[config.mk]
export PLATFORM = sky130hd
export DESIGN_NAME = rrp_framer
export DESIGN_NICKNAME = d
export VERILOG_FILES = /design/src/verilog/rrp_pkg.sv /design/src/verilog/rrp_framer.sv
export SDC_FILE = /design/constraint.sdc
export NUM_CORES = 1
export LEC_CHECK = 0
export BUFFER_PORTS_ARGS = -buffer_cell sky130_fd_sc_hd__buf_2
export CORE_MARGIN = 1.5
export CORE_UTILIZATION = 25
export DETAILED_ROUTE_END_ITERATION = 8
export PLACE_DENSITY = 0.55
export SYNTH_ARGS = -nofsm -noshare
export SYNTH_HDL_FRONTEND = slang
export SYNTH_SLANG_ARGS = --single-unit
[constraint.sdc]
create_clock -name mclk -period 2.4 [get_ports mclk]
set_input_delay 0.48 -clock mclk [delete_from_list [all_inputs] [get_ports mclk]]
set_output_delay 0.48 -clock mclk [all_outputs]
set_load 0.02 [all_outputs]
[src/verilog/rrp_pkg.sv]
package rrp_pkg;

    // ------------------------------------------------------------------
    // Packet quadlet layout
    // ------------------------------------------------------------------
    localparam int         QUAD_W       = 32;
    localparam int         PID_HI       = 31;
    localparam int         PID_LO       = 30;
    localparam int         DEST_HI      = 29;
    localparam int         DEST_LO      = 24;
    localparam int         ZERO_HI      = 23;
    localparam int         ZERO_LO      = 22;
    localparam int         KIND_HI      = 21;
    localparam int         KIND_LO      = 18;
    localparam int         BANK_HI      = 17;
    localparam int         BANK_LO      = 15;
    localparam int         SOCK_HI      = 14;
    localparam int         SOCK_LO      = 11;
    localparam int         IDX_HI       = 10;
    localparam int         IDX_LO       = 8;
    localparam int         EXT_HI       = 7;
    localparam int         EXT_LO       = 4;
    localparam int         RSV_HI       = 3;
    localparam int         RSV_LO       = 0;

    localparam logic [1:0] PID_PHY      = 2'h0;
    localparam logic [3:0] EXT_PATTERN  = 4'he;
    localparam logic [3:0] KIND_BASE    = 4'h1;
    localparam logic [3:0] KIND_PAGED   = 4'h5;
    localparam logic [3:0] PAGED_BASE   = 4'h8;

    // ------------------------------------------------------------------
    // Packet control token layout
    // ------------------------------------------------------------------
    localparam int         TOK_LEN_HI   = 29;
    localparam int         TOK_LEN_LO   = 16;
    localparam int         TOK_LEN_W    = 14;
    localparam logic [TOK_LEN_W-1:0] REPLY_LEN = 14'h2;
    localparam int         TOK_SELF     = 15;
    localparam int         TOK_PHY      = 14;
    localparam int         TOK_ACK_HI   = 12;
    localparam int         TOK_ACK_LO   = 8;
    localparam int         TOK_PAD_HI   = 7;
    localparam int         TOK_PAD_LO   = 6;
    localparam int         TOK_SPD_HI   = 5;
    localparam int         TOK_SPD_LO   = 4;
    localparam logic [1:0] PAD_NONE     = 2'h0;

    localparam logic [1:0] RATE_100     = 2'h0;
    localparam logic [1:0] RATE_200     = 2'h1;
    localparam logic [1:0] RATE_400     = 2'h2;
    localparam logic [1:0] RATE_BAD     = 2'h3;

    typedef enum logic [1:0] {
        RRP_TX_IDLE,
        RRP_TX_FIRST,
        RRP_TX_SECOND
    } rrp_tx_state_t;

endpackage

[src/verilog/rrp_framer.sv]
// Operation
// - Send a remote access packet that reads one register of a remote node's PHY.
// - Top two bits of the first quadlet of request and reply are 00.
// - Destination node number sits in bits 29 to 24 of the first quadlet.
// - Extended kind 1 asks for a read of the base register set.
// - Extended kind 5 asks for a read of the paged register set.
// - Bank and socket fields act as the remote page and port selects.
// - A base read addresses one of the first eight PHY registers directly.
// - A paged read addresses register 1000b plus the target entry index.
// - Second quadlet is the bitwise complement of the first; receiver may check it.
// - Accept the remote reply that answers an earlier request.
// - The control token records the received packet length in quadlets.
// - Token self-identification flag is 1 only for a self-identification packet.
// - Token physical-layer-packet flag is 1 for every PHY packet that is not a self-identification packet.
// - Token carries the five-bit acknowledge value returned for the packet.
// - Token reports how many fill bytes were added; the code always reports zero.
// - Token rate code gives arrival speed; 00/01/10 = 100/200/400, 11 unsupported.
// - Reply fields decode with the same layout and meaning as the request.
`timescale 1ns/1ns
module rrp_framer (
    // Clock and reset
    input  wire logic                        mclk,
    input  wire logic                        rst_b,
    // Host request
    input  wire logic                        req_valid,
    output logic                             req_ready,
    input  wire logic                        req_paged,
    input  wire logic [5:0]                  req_dest_node,
    input  wire logic [2:0]                  req_bank,
    input  wire logic [3:0]                  req_socket,
    input  wire logic [2:0]                  req_index,
    output logic [3:0]                       req_target_register,
    // Transmit quadlets toward the local PHY
    output logic                             tx_valid,
    input  wire logic                        tx_ready,
    output logic [rrp_pkg::QUAD_W-1:0]       tx_data,
    output logic                             tx_last,
    // Receive quadlets from the local PHY
    input  wire logic                        rx_valid,
    input  wire logic [rrp_pkg::QUAD_W-1:0]  rx_data,
    input  wire logic                        rx_last,
    input  wire logic                        rx_selfid,
    input  wire logic [4:0]                  rx_ack,
    input  wire logic [1:0]                  rx_speed,
    // Reply toward the host
    output logic                             rpl_valid,
    output logic                             rpl_check_ok,
    output logic                             rpl_expected,
    output logic [5:0]                       rpl_dest_node,
    output logic                             rpl_paged,
    output logic [2:0]                       rpl_bank,
    output logic [3:0]                       rpl_socket,
    output logic [2:0]                       rpl_index,
    output logic [3:0]                       rpl_target_register,
    // Packet control token of the last received packet
    output logic                             token_valid,
    output logic [rrp_pkg::QUAD_W-1:0]       token_quadlet,
    output logic [rrp_pkg::TOK_LEN_W-1:0]    token_length_quadlets,
    output logic                             token_selfid,
    output logic                             token_phy_packet,
    output logic [4:0]                       acknowledge_value,
    output logic [1:0]                       token_pad,
    output logic [1:0]                       token_rate,
    output logic                             token_rate_unsupported,
    // Request in flight
    output logic                             req_outstanding
);
    import rrp_pkg::*;

    // ------------------------------------------------------------------
    // Shared helpers
    // ------------------------------------------------------------------
    function automatic logic [QUAD_W-1:0] build_first(
        input logic       paged,
        input logic [5:0] dest,
        input logic [2:0] bank,
        input logic [3:0] sock,
        input logic [2:0] idx
    );
        logic [QUAD_W-1:0] q;
        q                  = '0;
        q[PID_HI:PID_LO]   = PID_PHY;
        q[DEST_HI:DEST_LO] = dest;
        q[ZERO_HI:ZERO_LO] = 2'h0;
        q[KIND_HI:KIND_LO] = paged ? KIND_PAGED : KIND_BASE;
        q[BANK_HI:BANK_LO] = bank;
        q[SOCK_HI:SOCK_LO] = sock;
        q[IDX_HI:IDX_LO]   = idx;
        q[EXT_HI:EXT_LO]   = EXT_PATTERN;
        q[RSV_HI:RSV_LO]   = 4'h0;
        return q;
    endfunction

    // The remote register the read lands on, used for request and reply.
    function automatic logic [3:0] target_reg(
        input logic       paged,
        input logic [2:0] idx
    );
        logic [3:0] r;
        if (paged) begin
            r = PAGED_BASE + {1'b0, idx};
        end else begin
            r = {1'b0, idx};
        end
        return r;
    endfunction

    // ------------------------------------------------------------------
    // Request framing
    // ------------------------------------------------------------------
    rrp_tx_state_t     tx_state;
    logic [QUAD_W-1:0] tx_first;
    logic              req_take;
    logic              tx_done;

    assign req_take = req_valid && req_ready;
    assign tx_done  = (tx_state == RRP_TX_SECOND) && tx_ready;

    // The first quadlet is held so the complement can be sent without
    // the host keeping its fields steady after the handshake.
    always_ff @(posedge mclk) begin
        if (!rst_b) begin
            tx_state  <= RRP_TX_IDLE;
            tx_first  <= '0;
            tx_valid  <= 1'b0;
            tx_data   <= '0;
            tx_last   <= 1'b0;
            req_ready <= 1'b0;
        end else begin
            unique case (tx_state)
                RRP_TX_IDLE: begin
                    req_ready <= 1'b1;
                    if (req_take) begin
                        tx_first  <= build_first(req_paged, req_dest_node, req_bank, req_socket, req_index);
                        tx_data   <= build_first(req_paged, req_dest_node, req_bank, req_socket, req_index);
                        tx_valid  <= 1'b1;
                        tx_last   <= 1'b0;
                        req_ready <= 1'b0;
                        tx_state  <= RRP_TX_FIRST;
                    end
                end
                RRP_TX_FIRST: begin
                    if (tx_ready) begin
                        tx_data  <= ~tx_first;
                        tx_last  <= 1'b1;
                        tx_state <= RRP_TX_SECOND;
                    end
                end
                RRP_TX_SECOND: begin
                    if (tx_ready) begin
                        tx_valid  <= 1'b0;
                        tx_last   <= 1'b0;
                        req_ready <= 1'b1;
                        tx_state  <= RRP_TX_IDLE;
                    end
                end
            endcase
        end
    end

    always_ff @(posedge mclk) begin
        if (!rst_b) begin
            req_target_register <= 4'h0;
        end else if (req_take) begin
            req_target_register <= target_reg(req_paged, req_index);
        end
    end

    // ------------------------------------------------------------------
    // Reply reception
    // ------------------------------------------------------------------
    logic [TOK_LEN_W-1:0] rx_count;
    logic [TOK_LEN_W-1:0] next_length;
    logic [QUAD_W-1:0]    rx_first;
    logic [QUAD_W-1:0]    rx_second;
    logic [QUAD_W-1:0]    next_second;
    logic                 rx_end;
    logic                 next_phy;
    logic                 next_is_reply;
    logic [3:0]           rx_kind;

    assign rx_end      = rx_valid && rx_last;
    assign next_length = rx_count + {{(TOK_LEN_W-1){1'b0}}, 1'b1};
    assign next_second = (rx_count < REPLY_LEN) ? rx_data : rx_second;
    assign rx_kind     = (rx_count == '0) ? rx_data[KIND_HI:KIND_LO] : rx_first[KIND_HI:KIND_LO];
    assign next_phy    = !rx_selfid &&
                         (((rx_count == '0) ? rx_data[PID_HI:PID_LO] : rx_first[PID_HI:PID_LO]) == PID_PHY);
    assign next_is_reply = next_phy && (next_length == REPLY_LEN) &&
                           ((rx_kind == KIND_BASE) || (rx_kind == KIND_PAGED));

    // Quadlets are counted as they pass; a packet of any length closes on
    // its last strobe so a foreign packet cannot wedge the parser.
    always_ff @(posedge mclk) begin
        if (!rst_b) begin
            rx_count  <= '0;
            rx_first  <= '0;
            rx_second <= '0;
        end else if (rx_valid) begin
            if (rx_count == '0) begin
                rx_first <= rx_data;
            end
            rx_second <= next_second;
            rx_count  <= rx_last ? '0 : next_length;
        end
    end

    // Decoded reply fields, presented together with a one-cycle strobe.
    always_ff @(posedge mclk) begin
        if (!rst_b) begin
            rpl_valid           <= 1'b0;
            rpl_check_ok        <= 1'b0;
            rpl_expected        <= 1'b0;
            rpl_dest_node       <= 6'h0;
            rpl_paged           <= 1'b0;
            rpl_bank            <= 3'h0;
            rpl_socket          <= 4'h0;
            rpl_index           <= 3'h0;
            rpl_target_register <= 4'h0;
        end else begin
            rpl_valid <= rx_end && next_is_reply;
            if (rx_end && next_is_reply) begin
                rpl_check_ok        <= (next_second == ~rx_first);
                rpl_expected        <= req_outstanding;
                rpl_dest_node       <= rx_first[DEST_HI:DEST_LO];
                rpl_paged           <= (rx_kind == KIND_PAGED);
                rpl_bank            <= rx_first[BANK_HI:BANK_LO];
                rpl_socket          <= rx_first[SOCK_HI:SOCK_LO];
                rpl_index           <= rx_first[IDX_HI:IDX_LO];
                rpl_target_register <= target_reg(rx_kind == KIND_PAGED, rx_first[IDX_HI:IDX_LO]);
            end
        end
    end

    // A completed request waits for its reply; a finishing request beats
    // a reply arriving in the same cycle.
    always_ff @(posedge mclk) begin
        if (!rst_b) begin
            req_outstanding <= 1'b0;
        end else if (tx_done) begin
            req_outstanding <= 1'b1;
        end else if (rx_end && next_is_reply) begin
            req_outstanding <= 1'b0;
        end
    end

    // ------------------------------------------------------------------
    // Packet control token
    // ------------------------------------------------------------------
    // Quadlet-aligned PHY traffic never needs fill bytes, so the pad count
    // is always reported as zero.
    always_ff @(posedge mclk) begin
        if (!rst_b) begin
            token_valid            <= 1'b0;
            token_quadlet          <= '0;
            token_length_quadlets  <= '0;
            token_selfid           <= 1'b0;
            token_phy_packet       <= 1'b0;
            acknowledge_value      <= 5'h0;
            token_pad              <= PAD_NONE;
            token_rate             <= RATE_100;
            token_rate_unsupported <= 1'b0;
        end else begin
            token_valid <= rx_end;
            if (rx_end) begin
                token_length_quadlets              <= next_length;
                token_selfid                       <= rx_selfid;
                token_phy_packet                   <= next_phy;
                acknowledge_value                  <= rx_ack;
                token_pad                          <= PAD_NONE;
                token_rate                         <= rx_speed;
                token_rate_unsupported             <= (rx_speed == RATE_BAD);
                token_quadlet                      <= '0;
                token_quadlet[TOK_LEN_HI:TOK_LEN_LO] <= next_length;
                token_quadlet[TOK_SELF]            <= rx_selfid;
                token_quadlet[TOK_PHY]             <= next_phy;
                token_quadlet[TOK_ACK_HI:TOK_ACK_LO] <= rx_ack;
                token_quadlet[TOK_PAD_HI:TOK_PAD_LO] <= PAD_NONE;
                token_quadlet[TOK_SPD_HI:TOK_SPD_LO] <= rx_speed;
            end
        end
    end

endmodule

**Word-level counts from Yosys, hierarchy flattened**

Index checks and enable logic that the tools add are counted.

- Output and inout port bits: 123
- Memory bits (writable): 0
- Memory bits (read-only): 0
- Bits in latches: 0
- Memories kept: 0
- Logic and storage cells: 89
- Register bits: 215

- Div/mod/pow operators: 0
- Reduce and logical (&&, ||, !) cells: 21
- Equal/unequal tests: 10
- Add/subtract/negate cells: 3
- Muxes and demuxes: 24
- Shifts and indexed selects: 0
- Bitwise logic cells: 2
- $mul: 0
- $lt $le $gt $ge: 1

Operators with widths:

| operator | count |
|---|---|
| two-way mux 32 bit | 3 |
| case mux 32 bit (2 select lines) | 1 |
| == test 32 bit | 1 |
| NOT 30 -> 32 bit | 1 |
| NOT 32 bit | 1 |
| adder 14 x 1 -> 14 bit (second input constant) | 1 |
| == test 14 x 2 -> 1 bit (second input constant) | 1 |
| logical NOT 14 bit | 1 |
| less-than comparator 14 x 2 -> 1 bit (second input constant) | 1 |
| two-way mux 14 bit | 1 |
| two-way mux 4 bit | 3 |
| AND reduction 3 bit | 3 |
| adder 4 x 3 -> 4 bit (first input constant) | 2 |
| two-way mux 2 bit | 4 |
| logical AND 1 bit | 7 |
| two-way mux 1 bit | 7 |
| != test 2 bit (second input constant) | 3 |
| case mux 2 bit (3 select lines) | 1 |
| AND reduction 2 bit | 3 |
| nonzero test 2 bit | 3 |
| == test 2 bit (second input constant) | 2 |
| == test 4 x 1 -> 1 bit (second input constant) | 1 |
| == test 4 x 3 -> 1 bit (second input constant) | 1 |
| logical NOT 2 bit | 2 |
| other kinds (6) | 7 |

**Longest topological paths before layout**

- Depth after elaboration: 9
- Gate-level depth with buffers: 11
- Mapped depth without buffers: 9

**Worst setup path before layout**

Ideal clock, no wire load.

- Kind: reg-to-reg
- Start: reg rx_count[0]
- End: reg rpl_check_ok
- Path slack: 190 ps
- Data arrival time: 2138 ps
- Path buffers: 3
- Cell stages (with the launch flop): 12
- Period minus slack after synthesis: 2210 ps
- Cell sequence: dfxtp_1 -> ha_1 -> and3_1 -> buf_2 -> nand2_1 -> xnor2_1 -> nor4_1 -> and4_1 -> buf_6 -> buf_12 -> nand4_2 -> o22ai_2

- Cells in the longest elaborated chain, start to end: 7
- Elaborated cells on any way between the ends: 16

Ends and longest elaborated chain:

| what | RTL line | source |
|---|---|---|
| start: declaration | rrp_framer.sv:172 | `logic [TOK_LEN_W-1:0] rx_count;` |
| start signal: assignment | rrp_framer.sv:203 | `rx_count <= rx_last ? '0 : next_length;` |
| parallel branches: the longest is 7 deep, another holds adder 14 x 1 -> 14 bit | -- |  |
| end signal: assignment | rrp_framer.sv:222 | `rpl_check_ok <= (next_second == ~rx_first);` |
| end: declaration | rrp_framer.sv:47 | `output logic rpl_check_ok,` |

Several ways; the timed one is not identified.
A chain may end at the register's enable or synchronous reset.

**Worst setup path after layout**

- Start: reg rx_count[2]
- End: reg rpl_dest_node[0]

- Cells in the longest elaborated chain, start to end: 7
- Elaborated cells on any way between the ends: 13

Ends and longest elaborated chain:

| what | RTL line | source |
|---|---|---|
| parallel branches: the longest is 5 deep, another holds adder 14 x 1 -> 14 bit | -- |  |
| logical AND 1 bit * | rrp_framer.sv:188 | `assign next_is_reply = next_phy && (next_length == REPLY_LEN) &&` |
| logical AND 1 bit * | rrp_framer.sv:221 | `if (rx_end && next_is_reply) begin` |
| end signal: assignment | rrp_framer.sv:224 | `rpl_dest_node <= rx_first[DEST_HI:DEST_LO];` |
| end: declaration | rrp_framer.sv:49 | `output logic [5:0] rpl_dest_node,` |

Mark *: on every way between the ends.

==> results_dict.tcl <==
set metrics [dict create \
    status "complete, no violations" \
    fp.dieH_um 185.6 \
    synth_compound_area_share_pct 16.52 \
    fin_util_pct 31.14 \
    cap_viol_max_count 0 \
    nFillCells 3489 \
    final_common_cell "nand2_1" \
    yosysWarningCount 0 \
    num-nets-final 1185 \
    syn-cell-area_um2 8332 \
    synth_xor_area_share_pct 5.992 \
    syn_to_final_growth_pct 22.24 \
    dp_slack_ns -0.03037 \
    synth-seq-cells 169 \
    grt_start_max_net_pins 96 \
    drtIter0Drc 373 \
    cts_hold_buffers 0 \
    seqCellArea_um2 3386 \
    final_hold_viol_count 0 \
    synth_top_family_by_area "simple AND/OR/NAND/NOR gates" \
    grt_first_pass_wirelength_um 34460 \
    core_area_um2 32700 \
    cts_made_buffers 17 \
    timing.slew.headroom_pct 64.27 \
    ant_nets 0 \
    gp_congestion 0.8329 \
    clkTransAtPathRegs_ns 0.08 \
    clk_latency_ns 0.43 \
    via_count 6841 \
    worst_path_largest_cell_delay_ns 0.51 \
    worst-setup-path-type "reg2reg" \
    finalPower_w 0.007744 \
    grt_overflow_total 0 \
    wl_per_cell_um 14.35 \
    leakagePower_nw 4.457 \
    path_delay_family "simple AND/OR/NAND/NOR gates" \
    synth_cells 988 \
    wl_um 22550 \
    reg2reg_slack_ns 0.01 \
    cts_tree "yes" \
    syn_area_per_cell_um2 8.433 \
    synth_edf_count 0 \
    track_usage_pct 12.91 \
    diodes 0 \
    final_cell_mix "nand2_1, buf_2, dfxtp_1" \
    finClkSkew_ns 0.007489 \
    die_width_um 185.6 \
    synth-simple-area-share_pct 20.62 \
    grt_pass1_vias 6343 \
    multi_input_area_um2 4219 \
    finalSetupViolations 0 \
    irDropWorstVdd_mv 0.5360 \
    die-area_um2 34430 \
    hpwl_um 15170 \
    io_pins 186 \
    drive_gt1_share_pct 24.27 \
    ys_types 47 \
    setup_ws_ns 0.01205 \
    period_share_pct 99.50 \
    startpoint_type "flop" \
    end_kind "flop" \
    clock_tree.root_cell "clkbuf_16" \
    final.min_clock_period_ns 2.388 \
    cts.sinks 169 \
    crit_slowest_cell "dfxtp_1" \
    htree_num_levels 4 \
    initial_core_util_pct 25.48 \
    power_density_nw_per_um2 760.3 \
    path_cells "and4_4 -> nand4_1 -> xnor2_1 -> nor4_1 -> and4_2 -> buf_4 -> nand2_1 -> a21boi_0" \
    synth_fa_ha_area_share_pct 0.9010 \
    async_reset_ff_share_pct 0 \
    critPathBufInv 1 \
    drc_errors 0 \
    floorplan.rows 66 \
    hold_class "in2reg" \
    required_ns 2.76 \
    worstPathMaxFanout 9 \
    synth_flop_cell "dfxtp_1" \
    drv_slew 0 \
    clockBufferDepth 2 \
    tightest_slew_ns 0.5319 \
    io_buffers 174 \
    timing.fmax_mhz 418.8 \
    yosysSeqAreaShare_pct 40.61 \
    worstPathArrival_ns 2.75 \
    viasPerCell 4.355 \
    antenna_found_initial 1 \
    drt-pass1-iter-count 4 \
    synth_mux_area_share_pct 5.226 \
]
[state kept, by name, indices dropped and copies added (netlist names), 2 cells and up]
name                   cells
tx_data                   19
rpl_dest_node              6
acknowledge_value          4
token_length_quadlets     14
rx_second                 32
rpl_socket                 4
rpl_index                  2
tx_first                  18
req_target_register        4
rx_count                  14
rx_first                  32
rpl_bank                   3
token_quadlet              4
[metrics by stage]
stage | hold slack, ns | instance area [um2] | std cells | setup TNS [ns]
floorplan | 0.4415 | 8369 | 998 | 0
global placement | 0.4361 | 9437 | 1534 | 0
detailed placement | 0.4426 | 9437 | 1534 | -0.03037
CTS | 0.2679 | 10030 | 1566 | 0
global route | 0.2833 | 10180 | 1571 | -0.4371
finish | 0.2938 | 10180 | 1571 | 0
[synth_stat cells, drive strengths merged (2+ instances only)]
| library cell | number | area (um2) |
|---|---|---|
| a21boi | 115 | 863.3 |
| a21oi | 11 | 55.05 |
| a22oi | 5 | 37.54 |
| a31oi | 3 | 18.77 |
| and2 | 10 | 62.56 |
| and3 | 10 | 75.07 |
| and4 | 4 | 40.04 |
| buf | 71 | 553.0 |
| clkbuf | 48 | 190.2 |
| dfxtp | 169 | 3383 |
| ha | 6 | 75.07 |
| inv | 26 | 97.59 |
| mux2i | 42 | 420.4 |
| nand2 | 263 | 987.2 |
| nand3 | 10 | 50.05 |
| nand4 | 15 | 100.1 |
| nor2 | 26 | 97.59 |
| nor2b | 16 | 100.1 |
| nor3 | 9 | 50.05 |
| nor3b | 9 | 67.56 |
| nor4 | 12 | 81.33 |
| o211a | 26 | 260.3 |
| o21a | 2 | 15.01 |
| o21ai | 12 | 60.06 |
| o22ai | 4 | 31.28 |
| xnor2 | 23 | 201.4 |
| xor2 | 34 | 297.8 |
[layer usage]
layer	vias to the layer above	wire length, um	global-route usage [%]
li1	3473	-	-
met1	3180	10420	16.38
met2	166	10330	20.90
met3	20	1552	4.461
met4	2	246	3.161
met5	-	8	0
[worst paths after layout]
kind	from	endpoint	depth (start not counted)
max	rx_count[2]	rpl_dest_node[0]	8
min	rx_ack[4]	token_quadlet[12]	3
max reg2reg	rx_count[2]	rpl_dest_node[0]	8
min reg2reg	rpl_socket[3]	rpl_socket[3]	2
[cell families (layout without fill, tap and decap cells)]
kind of cell / count (synthesis) / after routing
other cells: 1 / 11
compound gates: 182 / 182
mux: 43 / 43
flops: 169 / 169
buf+inv: 145 / 276
simple gates: 385 / 385
xor+xnor: 57 / 57
fa+ha+maj: 6 / 6
[worst reg2reg max path, cell delays in order (launching register included)]
cell and delay [ns]:
dfxtp_1 0.51, and4_4 0.32, nand4_1 0.12, xnor2_1 0.21
nor4_1 0.40, and4_2 0.34, buf_4 0.18, nand2_1 0.07
a21boi_0 0.17
[area by class of cell]
cell class	instances	area share, %
multi-input cells	684	41.42
flip-flops and latches	169	33.24
repair buffers	218	13.18
well taps	442	5.430
clock buffers	17	4.177
clock inverters	15	1.585
inverters	26	0.9582
[power by group]
| group | total, W | internal (W) | switching [W] |
|---|---|---|---|
| logic | 0.00175 | 0.000670 | 0.00108 |
| registers | 0.00328 | 0.00309 | 0.000191 |
| clock network | 0.00272 | 0.00139 | 0.00133 |
[repair_timing]
action | CTS | global route
buffers inserted | 0 | 3
pin swaps | 0 | 3
cloned | 0 | 2
endpoints found under the setup margin | 1 | 20
gates resized for setup | 1 | 18
Note: power is estimated with default switching activity, not from simulation.
